--- src/tta_params.svh ---
// constants for the temperature trip threshold block
`ifndef TTA_PARAMS_SVH
`define TTA_PARAMS_SVH
`define TTA_IDX_UPPER     8'h02
`define TTA_IDX_LOWER     8'h03
`define TTA_IDX_CRIT      8'h04
`define TTA_THR_RESET     11'h000
`define TTA_FLD_SIGN      12
`define TTA_FLD_MAG_HI    11
`define TTA_FLD_LSB       2
`define TTA_RSV_HI_MSB    15
`define TTA_RSV_HI_LSB    13
`define TTA_RSV_LO_MSB    1
`define TTA_RSV_LO_LSB    0
`define TTA_RSV_HI_ZERO   3'h0
`define TTA_RSV_LO_ZERO   2'h0
`define TTA_RDATA_ZERO    16'h0000
`define TTA_BIT_CLEAR     1'h0
`endif

--- src/tta_pkg.sv ---
// types shared by the temperature trip threshold block
package tta_pkg;
	// threshold code: sign plus magnitude, quarter degree step
	typedef logic signed [10:0] tta_thr_t;
	// measured temperature: sign plus magnitude, eighth degree step
	typedef logic signed [11:0] tta_temp_t;
	// one register access from the serial front end
	typedef struct packed {
		logic       wr;
		logic       rd;
		logic [7:0] idx;
		logic [15:0] wdata;
	} tta_req_s;
	// comparison flags
	typedef struct packed {
		logic crit;
		logic upper;
		logic lower;
	} tta_flags_s;
endpackage : tta_pkg

--- src/tta_thresh_reg.sv ---
// one lockable threshold register with its write decode
`timescale 1ns/10ps
`include "tta_params.svh"
module tta_thresh_reg #(
	parameter logic [7:0] IDX = `TTA_IDX_UPPER
) (
	input  wire logic              clock,
	input  wire logic              rst_n,
	input  wire tta_pkg::tta_req_s req,
	input  wire logic              locked,
	output tta_pkg::tta_thr_t      value
);
	tta_pkg::tta_thr_t value_q;
	tta_pkg::tta_thr_t value_d;
	wire               hit;
	wire               take;

	// a locked register drops the write but the transfer still ends normally
	assign hit  = req.wr && (req.idx == IDX);
	assign take = hit && !locked;
	// sign and magnitude bits are the only stored bits
	assign value_d = take ? tta_pkg::tta_thr_t'(req.wdata[`TTA_FLD_SIGN:`TTA_FLD_LSB])
		: value_q;
	assign value = value_q;

	// storage
	always_ff @(posedge clock) begin
		if (!rst_n) begin
			value_q <= `TTA_THR_RESET;
		end else begin
			value_q <= value_d;
		end
	end

	a_locked_write_held: assert property (@(posedge clock) disable iff (!rst_n)
		hit && locked |=> value_q == $past(value_q))
		else $error("locked threshold changed on write");
	a_open_write_taken: assert property (@(posedge clock) disable iff (!rst_n)
		hit && !locked |=> value_q == $past(req.wdata[`TTA_FLD_SIGN:`TTA_FLD_LSB]))
		else $error("unlocked write not stored");
endmodule : tta_thresh_reg

--- src/tta_top.sv ---
// temperature trip thresholds, locks and alarm decision
`timescale 1ns/10ps
`include "tta_params.svh"
module tta_top (
	input  wire logic               clock,
	input  wire logic               rst_n,
	input  wire tta_pkg::tta_req_s  req,
	output logic                    req_ack,
	output logic [15:0]             reg_rdata,
	input  wire logic               window_lock_set,
	input  wire logic               critical_lock_set,
	output logic                    window_lock_bit,
	output logic                    critical_lock_bit,
	input  wire logic               alarm_output_enable,
	input  wire logic               critical_only,
	input  wire tta_pkg::tta_temp_t temp_value,
	input  wire logic [11:0]        hysteresis,
	output tta_pkg::tta_flags_s     trip_flags,
	output logic                    alarm_out
);
	tta_pkg::tta_thr_t   upper_threshold_value;
	tta_pkg::tta_thr_t   lower_threshold_value;
	tta_pkg::tta_thr_t   critical_threshold_value;
	tta_pkg::tta_flags_s flags_q;
	tta_pkg::tta_flags_s flags_d;
	logic                win_lock_q;
	logic                crit_lock_q;
	logic                ack_q;
	logic [15:0]         rdata_q;
	logic                alarm_q;
	wire  [15:0]         rdata_d;
	wire  [10:0]         rd_field;
	wire                 sel_upper;
	wire                 sel_lower;
	wire                 sel_crit;
	wire  signed [13:0]  t_ext;
	wire  signed [13:0]  h_ext;
	wire  signed [13:0]  up_ext;
	wire  signed [13:0]  lo_ext;
	wire  signed [13:0]  cr_ext;
	wire                 alarm_d;
	// per-access and per-flag decode terms
	wire                 access;
	wire                 sel_none;
	wire                 up_trip;
	wire                 up_keep;
	wire                 lo_trip;
	wire                 lo_keep;
	wire                 cr_trip;
	wire                 cr_keep;

	// the three threshold registers, window pair shares one lock
	tta_thresh_reg #(.IDX(`TTA_IDX_UPPER)) u_upper (
		.clock  (clock),
		.rst_n  (rst_n),
		.req    (req),
		.locked (win_lock_q),
		.value  (upper_threshold_value)
	);
	tta_thresh_reg #(.IDX(`TTA_IDX_LOWER)) u_lower (
		.clock  (clock),
		.rst_n  (rst_n),
		.req    (req),
		.locked (win_lock_q),
		.value  (lower_threshold_value)
	);
	tta_thresh_reg #(.IDX(`TTA_IDX_CRIT)) u_crit (
		.clock  (clock),
		.rst_n  (rst_n),
		.req    (req),
		.locked (crit_lock_q),
		.value  (critical_threshold_value)
	);

	// locks only ever set; reset stands in for power-on
	always_ff @(posedge clock) begin
		if (!rst_n) begin
			win_lock_q  <= `TTA_BIT_CLEAR;
			crit_lock_q <= `TTA_BIT_CLEAR;
		end else begin
			win_lock_q  <= win_lock_q | window_lock_set;
			crit_lock_q <= crit_lock_q | critical_lock_set;
		end
	end
	assign window_lock_bit   = win_lock_q;
	assign critical_lock_bit = crit_lock_q;

	// read decode; unmapped indices read zero
	// one access term feeds the acknowledge, so locked writes answer too
	assign access    = req.wr | req.rd;
	assign sel_upper = req.idx == `TTA_IDX_UPPER;
	assign sel_lower = req.idx == `TTA_IDX_LOWER;
	assign sel_crit  = req.idx == `TTA_IDX_CRIT;
	assign sel_none  = !(sel_upper || sel_lower || sel_crit);
	assign rd_field  = sel_upper ? upper_threshold_value
		: sel_lower ? lower_threshold_value
		: sel_crit  ? critical_threshold_value : `TTA_THR_RESET;
	assign rdata_d   = {`TTA_RSV_HI_ZERO, rd_field, `TTA_RSV_LO_ZERO};

	// every access is answered one cycle later, locked or not
	always_ff @(posedge clock) begin
		if (!rst_n) begin
			ack_q   <= `TTA_BIT_CLEAR;
			rdata_q <= `TTA_RDATA_ZERO;
		end else begin
			ack_q   <= access;
			if (req.rd) begin
				rdata_q <= rdata_d;
			end
		end
	end
	assign req_ack   = ack_q;
	assign reg_rdata = rdata_q;

	// compare at eighth-degree scale; extra bits keep the subtraction from wrapping
	assign t_ext  = 14'(temp_value);
	assign h_ext  = 14'($signed({2'b00, hysteresis}));
	assign up_ext = 14'($signed({upper_threshold_value, 1'b0}));
	assign lo_ext = 14'($signed({lower_threshold_value, 1'b0}));
	assign cr_ext = 14'($signed({critical_threshold_value, 1'b0}));

	// trip and keep conditions; keep only matters while the flag is up
	// the band never wraps: the extra compare bits cover the full hysteresis range
	assign up_trip = t_ext > up_ext;
	assign up_keep = t_ext > up_ext - h_ext;
	assign lo_trip = t_ext < lo_ext - h_ext;
	assign lo_keep = t_ext < lo_ext;
	assign cr_trip = t_ext > cr_ext;
	assign cr_keep = t_ext > cr_ext - h_ext;

	// hysteretic trip flags: set on trip, drop once keep fails
	assign flags_d.upper = flags_q.upper ? up_keep : up_trip;
	assign flags_d.lower = flags_q.lower ? lo_keep : lo_trip;
	assign flags_d.crit  = flags_q.crit ? cr_keep : cr_trip;
	// critical-only mode masks the window pair
	assign alarm_d = alarm_output_enable && (flags_q.crit
		|| (!critical_only && (flags_q.upper || flags_q.lower)));

	// flags and pin; pin lags the flags by one cycle
	always_ff @(posedge clock) begin
		if (!rst_n) begin
			flags_q <= '0;
			alarm_q <= `TTA_BIT_CLEAR;
		end else begin
			flags_q <= flags_d;
			alarm_q <= alarm_d;
		end
	end
	assign trip_flags = flags_q;
	assign alarm_out  = alarm_q;

	// reserved fields are tied off in the read word; this guards the concatenation
	a_reserved_read_zero: assert property (@(posedge clock) disable iff (!rst_n)
		reg_rdata[`TTA_RSV_HI_MSB:`TTA_RSV_HI_LSB] == `TTA_RSV_HI_ZERO
		&& reg_rdata[`TTA_RSV_LO_MSB:`TTA_RSV_LO_LSB] == `TTA_RSV_LO_ZERO)
		else $error("reserved bits read nonzero");
	// lock bits only move up until the next reset
	a_win_lock_stays: assert property (@(posedge clock) disable iff (!rst_n)
		win_lock_q |=> win_lock_q)
		else $error("window lock bit cleared");

	a_crit_lock_stays: assert property (@(posedge clock) disable iff (!rst_n)
		crit_lock_q |=> crit_lock_q)
		else $error("critical lock bit cleared");

	a_window_lock_frozen: assert property (@(posedge clock) disable iff (!rst_n)
		win_lock_q |=> $stable(upper_threshold_value) && $stable(lower_threshold_value))
		else $error("window threshold changed under lock");
	a_crit_lock_frozen: assert property (@(posedge clock) disable iff (!rst_n)
		crit_lock_q |=> $stable(critical_threshold_value))
		else $error("critical threshold changed under lock");
	a_access_acked: assert property (@(posedge clock) disable iff (!rst_n)
		req.wr || req.rd |=> req_ack)
		else $error("access not acknowledged");
	a_upper_trip_set: assert property (@(posedge clock) disable iff (!rst_n)
		t_ext > up_ext |=> flags_q.upper)
		else $error("upper flag missed crossing");
	a_lower_trip_set: assert property (@(posedge clock) disable iff (!rst_n)
		t_ext < lo_ext - h_ext |=> flags_q.lower)
		else $error("lower flag missed crossing");
	a_crit_hold_band: assert property (@(posedge clock) disable iff (!rst_n)
		flags_q.crit && t_ext > cr_ext - h_ext |=> flags_q.crit)
		else $error("critical flag released early");
	a_alarm_needs_en: assert property (@(posedge clock) disable iff (!rst_n)
		alarm_out |-> $past(alarm_output_enable))
		else $error("alarm driven while disabled");
	a_crit_only_mask: assert property (@(posedge clock) disable iff (!rst_n)
		alarm_out && $past(critical_only) |-> $past(flags_q.crit))
		else $error("window alarm in critical-only mode");

	// register port answers
	a_access_quiet: assert property (@(posedge clock) disable iff (!rst_n)
		!access |=> !req_ack)
		else $error("acknowledge without an access");

	a_read_upper_value: assert property (@(posedge clock) disable iff (!rst_n)
		req.rd && sel_upper |=>
			reg_rdata[`TTA_FLD_SIGN:`TTA_FLD_LSB] == $past(upper_threshold_value))
		else $error("upper threshold read back wrong");

	a_read_lower_value: assert property (@(posedge clock) disable iff (!rst_n)
		req.rd && sel_lower |=>
			reg_rdata[`TTA_FLD_SIGN:`TTA_FLD_LSB] == $past(lower_threshold_value))
		else $error("lower threshold read back wrong");

	a_read_crit_value: assert property (@(posedge clock) disable iff (!rst_n)
		req.rd && sel_crit |=>
			reg_rdata[`TTA_FLD_SIGN:`TTA_FLD_LSB] == $past(critical_threshold_value))
		else $error("critical threshold read back wrong");

	// an unmapped index must not leak a neighbour's value
	a_read_unmapped_zero: assert property (@(posedge clock) disable iff (!rst_n)
		req.rd && sel_none |=> reg_rdata == `TTA_RDATA_ZERO)
		else $error("unmapped index read nonzero");

	a_unmapped_write_ignored: assert property (@(posedge clock) disable iff (!rst_n)
		req.wr && sel_none |=> $stable(upper_threshold_value)
			&& $stable(lower_threshold_value) && $stable(critical_threshold_value))
		else $error("unmapped write changed a threshold");

	// read word is held between reads, so a slow host may pick it up late
	a_rdata_held: assert property (@(posedge clock) disable iff (!rst_n)
		!req.rd |=> $stable(reg_rdata))
		else $error("read data moved without a read");

	// flag transitions at both edges of each band
	a_upper_hold_band: assert property (@(posedge clock) disable iff (!rst_n)
		flags_q.upper && t_ext > up_ext - h_ext |=> flags_q.upper)
		else $error("upper flag released early");

	a_upper_release: assert property (@(posedge clock) disable iff (!rst_n)
		flags_q.upper && t_ext <= up_ext - h_ext |=> !flags_q.upper)
		else $error("upper flag not released");

	a_upper_stays_off: assert property (@(posedge clock) disable iff (!rst_n)
		!flags_q.upper && t_ext <= up_ext |=> !flags_q.upper)
		else $error("upper flag set without crossing");

	a_lower_hold_band: assert property (@(posedge clock) disable iff (!rst_n)
		flags_q.lower && t_ext < lo_ext |=> flags_q.lower)
		else $error("lower flag released early");

	a_lower_release: assert property (@(posedge clock) disable iff (!rst_n)
		t_ext >= lo_ext |=> !flags_q.lower)
		else $error("lower flag not released");

	a_lower_stays_off: assert property (@(posedge clock) disable iff (!rst_n)
		!flags_q.lower && t_ext >= lo_ext - h_ext |=> !flags_q.lower)
		else $error("lower flag set without crossing");

	a_crit_trip_set: assert property (@(posedge clock) disable iff (!rst_n)
		t_ext > cr_ext |=> flags_q.crit)
		else $error("critical flag missed crossing");

	a_crit_release: assert property (@(posedge clock) disable iff (!rst_n)
		t_ext <= cr_ext - h_ext |=> !flags_q.crit)
		else $error("critical flag not released");

	a_crit_stays_off: assert property (@(posedge clock) disable iff (!rst_n)
		!flags_q.crit && t_ext <= cr_ext |=> !flags_q.crit)
		else $error("critical flag set without crossing");

	// alarm pin decision, one cycle behind the flags
	a_alarm_on_crit: assert property (@(posedge clock) disable iff (!rst_n)
		alarm_output_enable && flags_q.crit |=> alarm_out)
		else $error("alarm missed critical flag");

	a_alarm_on_window: assert property (@(posedge clock) disable iff (!rst_n)
		alarm_output_enable && !critical_only
			&& (flags_q.upper || flags_q.lower) |=> alarm_out)
		else $error("alarm missed window flag");

	a_alarm_window_masked: assert property (@(posedge clock) disable iff (!rst_n)
		critical_only && !flags_q.crit |=> !alarm_out)
		else $error("window flag reached alarm in critical-only mode");

	a_alarm_off_disabled: assert property (@(posedge clock) disable iff (!rst_n)
		!alarm_output_enable |=> !alarm_out)
		else $error("alarm stayed on while disabled");

	a_alarm_clear_flags: assert property (@(posedge clock) disable iff (!rst_n)
		!flags_q.crit && !flags_q.upper && !flags_q.lower |=> !alarm_out)
		else $error("alarm without any flag");

	// lock inputs take effect on the next edge
	a_win_lock_taken: assert property (@(posedge clock) disable iff (!rst_n)
		window_lock_set |=> win_lock_q)
		else $error("window lock request lost");

	a_crit_lock_taken: assert property (@(posedge clock) disable iff (!rst_n)
		critical_lock_set |=> crit_lock_q)
		else $error("critical lock request lost");
endmodule : tta_top

--- config.mk ---
export PLATFORM = sky130hd
export DESIGN_NAME = tta_top
export DESIGN_NICKNAME = d
export VERILOG_FILES = /design/src/tta_pkg.sv /design/src/tta_thresh_reg.sv /design/src/tta_top.sv
export VERILOG_INCLUDE_DIRS = /design/src
export SDC_FILE = /design/constraint.sdc
export NUM_CORES = 1
export LEC_CHECK = 0
export ABC_AREA = 0
export BUFFER_PORTS_ARGS = -buffer_cell sky130_fd_sc_hd__buf_2
export CAP_MARGIN = 20
export CORE_ASPECT_RATIO = 0.9
export CORE_MARGIN = 2
export CORE_UTILIZATION = 50
export CTS_CLUSTER_SIZE = 14
export DETAILED_ROUTE_END_ITERATION = 12
export MAX_ROUTING_LAYER = met4
export PLACE_DENSITY_LB_ADDON = 0.3
export SLEW_MARGIN = 40
export SYNTH_ARGS = -nofsm -noshare
export SYNTH_HDL_FRONTEND = slang
export SYNTH_SLANG_ARGS = --single-unit
--- constraint.sdc ---
create_clock -name clock -period 3.6 [get_ports clock]
set_clock_uncertainty 0.2 [all_clocks]
set_input_delay 0.36 -clock clock [delete_from_list [all_inputs] [get_ports clock]]
set_output_delay 0.36 -clock clock [all_outputs]
set_load 0.005 [all_outputs]
==> metrics <==
CP startpoint kind=register; post-synthesis async set-or-reset flop share=0%; Clock Latency Late Sink=0.29 ns; DR vias=5080; EDFF count, synth=0; Internal=0.00108 W; status=finished, final reports clean; Die ar.=11700 um2; Switch Pwr=0.000433 W; final worst-path cycle share=93.6%; combinational share of power=22.8%; H-tree levels=2; ANT nets after route=0; drt pass-1 iters=5; worst-margin pin slew=0.807 ns; area grow syn2layout=14.6%; via density per instance=5.79; routed length per instance=17.2 um; # setup viols final=0; Mean Syn Cell Area=8.20 um2; clock root cell=clkbuf_16; # diodes=0; TritonCTS clock tree=yes; Reg-to-Reg Start=u_lower.value[3]$_SDFFE_PN0P_; area of the multi-input gates=4070 um2; area taken by flip-flops and latches=1020 um2; I/O Buffers=68; Fillers=983; Distinct cells, synth=56; GP Congestion=0.944; CORE AREA=10700 um2; post-synthesis sequential area ratio=18.8%; total I/O pin count=79; Iteration-0 DRC Markers=277; gr usage total=26.6%; Num CTS Buffers=5; # DRC=0; Sink Count=51; antenna violations before repair=0; Fmax=297 MHz; Worst-path clk slew=0.07 ns; vias in the first global route=4838; Sw Ratio=28.6%; CP Data Arrival Time=3.33 ns; Peak supply drop=0.263 mV; share of the synthesized area in the top cell type=24.9%; Hold WC Path Type=in2reg; hold_sp=window_lock_set; grt ovf=0; most common cell after layout, fill and taps aside=ha_1; CP Capture Type=register; clk buf depth=2; Yosys top cell by area=ha_1; power density cells=243 nW/um2; first-pass GRT wire length=23700 um; Synth Instances=662; Post-Syn Area=5430 um2; final wirelength=15100 um; Starting Density=50.6%; Leak=2.98 nW; layout cell share with drive strength beyond 1=15.2%; maxcap violations=0; Post-Layout Cell Count=878; Tmin final=3.37 ns; Top FF cell, synth=dfxtp_1; CP Class=reg2reg; row count=36; largest net degree at the start of global routing=54; Yosys warnings=0; worst path required time=3.57 ns; crit path launch=u_lower.value[3]$_SDFFE_PN0P_; final-report max-slew violation count=0; RSZ-0062 raised after global routing=false; flops & latches, synth=51; Post-CTS Setup Inserts=0; HPWL Detailed=12300 um; final hold violations=0; most frequent cells in the layout=ha_1, buf_2, inv_1, nand2_1, dfxtp_1; worst-path fanout max=5; part of the power in registers=38.8%; Synth area leaders=ha_1, dfxtp_1, mux2i_1; placed insts=870; Die Wd=114 um; max_slew headroom=46.2%; Clock power frac=38.4%; die height=103 um; Layout Nets=911; WHS=0.0712 ns
path summary, 6_finish.rpt:
path | cells past startpoint | to | slack, ns
hold reg to reg | 1 | critical_lock_bit$_SDFF_PN0_ | 0.28
hold / removal | 2 | window_lock_bit$_SDFF_PN0_ | 0.07
setup reg to reg | 12 | trip_flags[0]$_SDFF_PN0_ | 0.23
setup / recovery | 12 | trip_flags[0]$_SDFF_PN0_ | 0.23
registers in the layout (all words and copies together), names as in the netlist:
name and count:
trip_flags 3, req_ack 1, u_crit.value 11, window_lock_bit 1
alarm_out 1, reg_rdata 11, u_lower.value 11, u_upper.value 11
critical_lock_bit 1
logic make-up after synthesis:
family / Yosys count / share of synthesized area, %
AND/OR/NAND/NOR: 188 / 18.1
AO/OA/AOI/OAI: 157 / 18.8
adder cells (fa/ha/maj): 111 / 26.0
buffers and inverters: 89 / 6.92
flip-flops: 51 / 18.8
multiplexers: 35 / 6.46
XOR/XNOR: 30 / 4.84
other: 1 / 0.0691
critical path: stages, from the launching register on:
cell	delay (ns)
dfxtp_1	0.43
ha_1	0.34
a21oi_1	0.18
o22ai_1	0.14
o41a_1	0.40
a41o_1	0.28
xnor2_1	0.13
ha_1	0.30
nand4_1	0.16
nor2_1	0.18
o2111ai_1	0.17
a21oi_1	0.20
a21boi_0	0.12
cell usage after synthesis (all sizes together) (14+ instances only):
cell type	n
nor2	26
inv	67
dfxtp	51
mux2i	35
a21oi	50
xnor2	18
nor2b	40
o21ai	32
nand3	14
a21o	17
nand2	57
ha	108
power by group through the flow:
stage               clock (W)  combinational [W]  sequential (W)
finish               0.000581           0.000345        0.000587
global route         0.000608           0.000389        0.000589
CTS                  0.000587           0.000341        0.000587
detailed placement          0           0.000339        0.000600
global placement            0           0.000323        0.000600
floorplan                   0           0.000216        0.000599
routing by layer:
metal / vias to the layer above / global-route usage, % / part of all wire (%)
met5: - / - / 0
met4: 0 / 5.07 / 1.3
met3: 18 / 2.41 / 6.4
met2: 170 / 43.2 / 44
met1: 2369 / 36.8 / 48
li1: 2523 / - / -
final cells by class:
type | count | area share, %
clock buffers | 6 | 2.23
flip-flops and latches | 51 | 16.4
multi-input cells | 526 | 65.5
clock inverters | 2 | 0.624
repair buffers | 93 | 8.49
inverters | 67 | 4.05
well taps | 133 | 2.68
metrics by stage:
step | TNS [ns] | setup WS [ns] | util [%] | total power (W) | instance area [um2]
detailed placement | -0.220 | -0.122 | 56.1 | 0.000939 | 6010
CTS | 0 | 0.127 | 57.7 | 0.00151 | 6190
global route | 0 | 0.0265 | 58.0 | 0.00159 | 6220
finish | 0 | 0.232 | 58.0 | 0.00151 | 6220
global placement | -0.0359 | -0.0359 | 56.1 | 0.000923 | 6010
floorplan | 0 | 0.230 | - | 0.000815 | 5440
timing repair:
| action | in CTS | in global routing |
|---|---|---|
| endpoints found under the hold margin | 0 | 0 |
| gates resized for setup | 0 | 8 |
| hold buffers | 0 | 0 |
| setup endpoints to repair | 0 | 3 |
(Power assumes the default switching activity.)
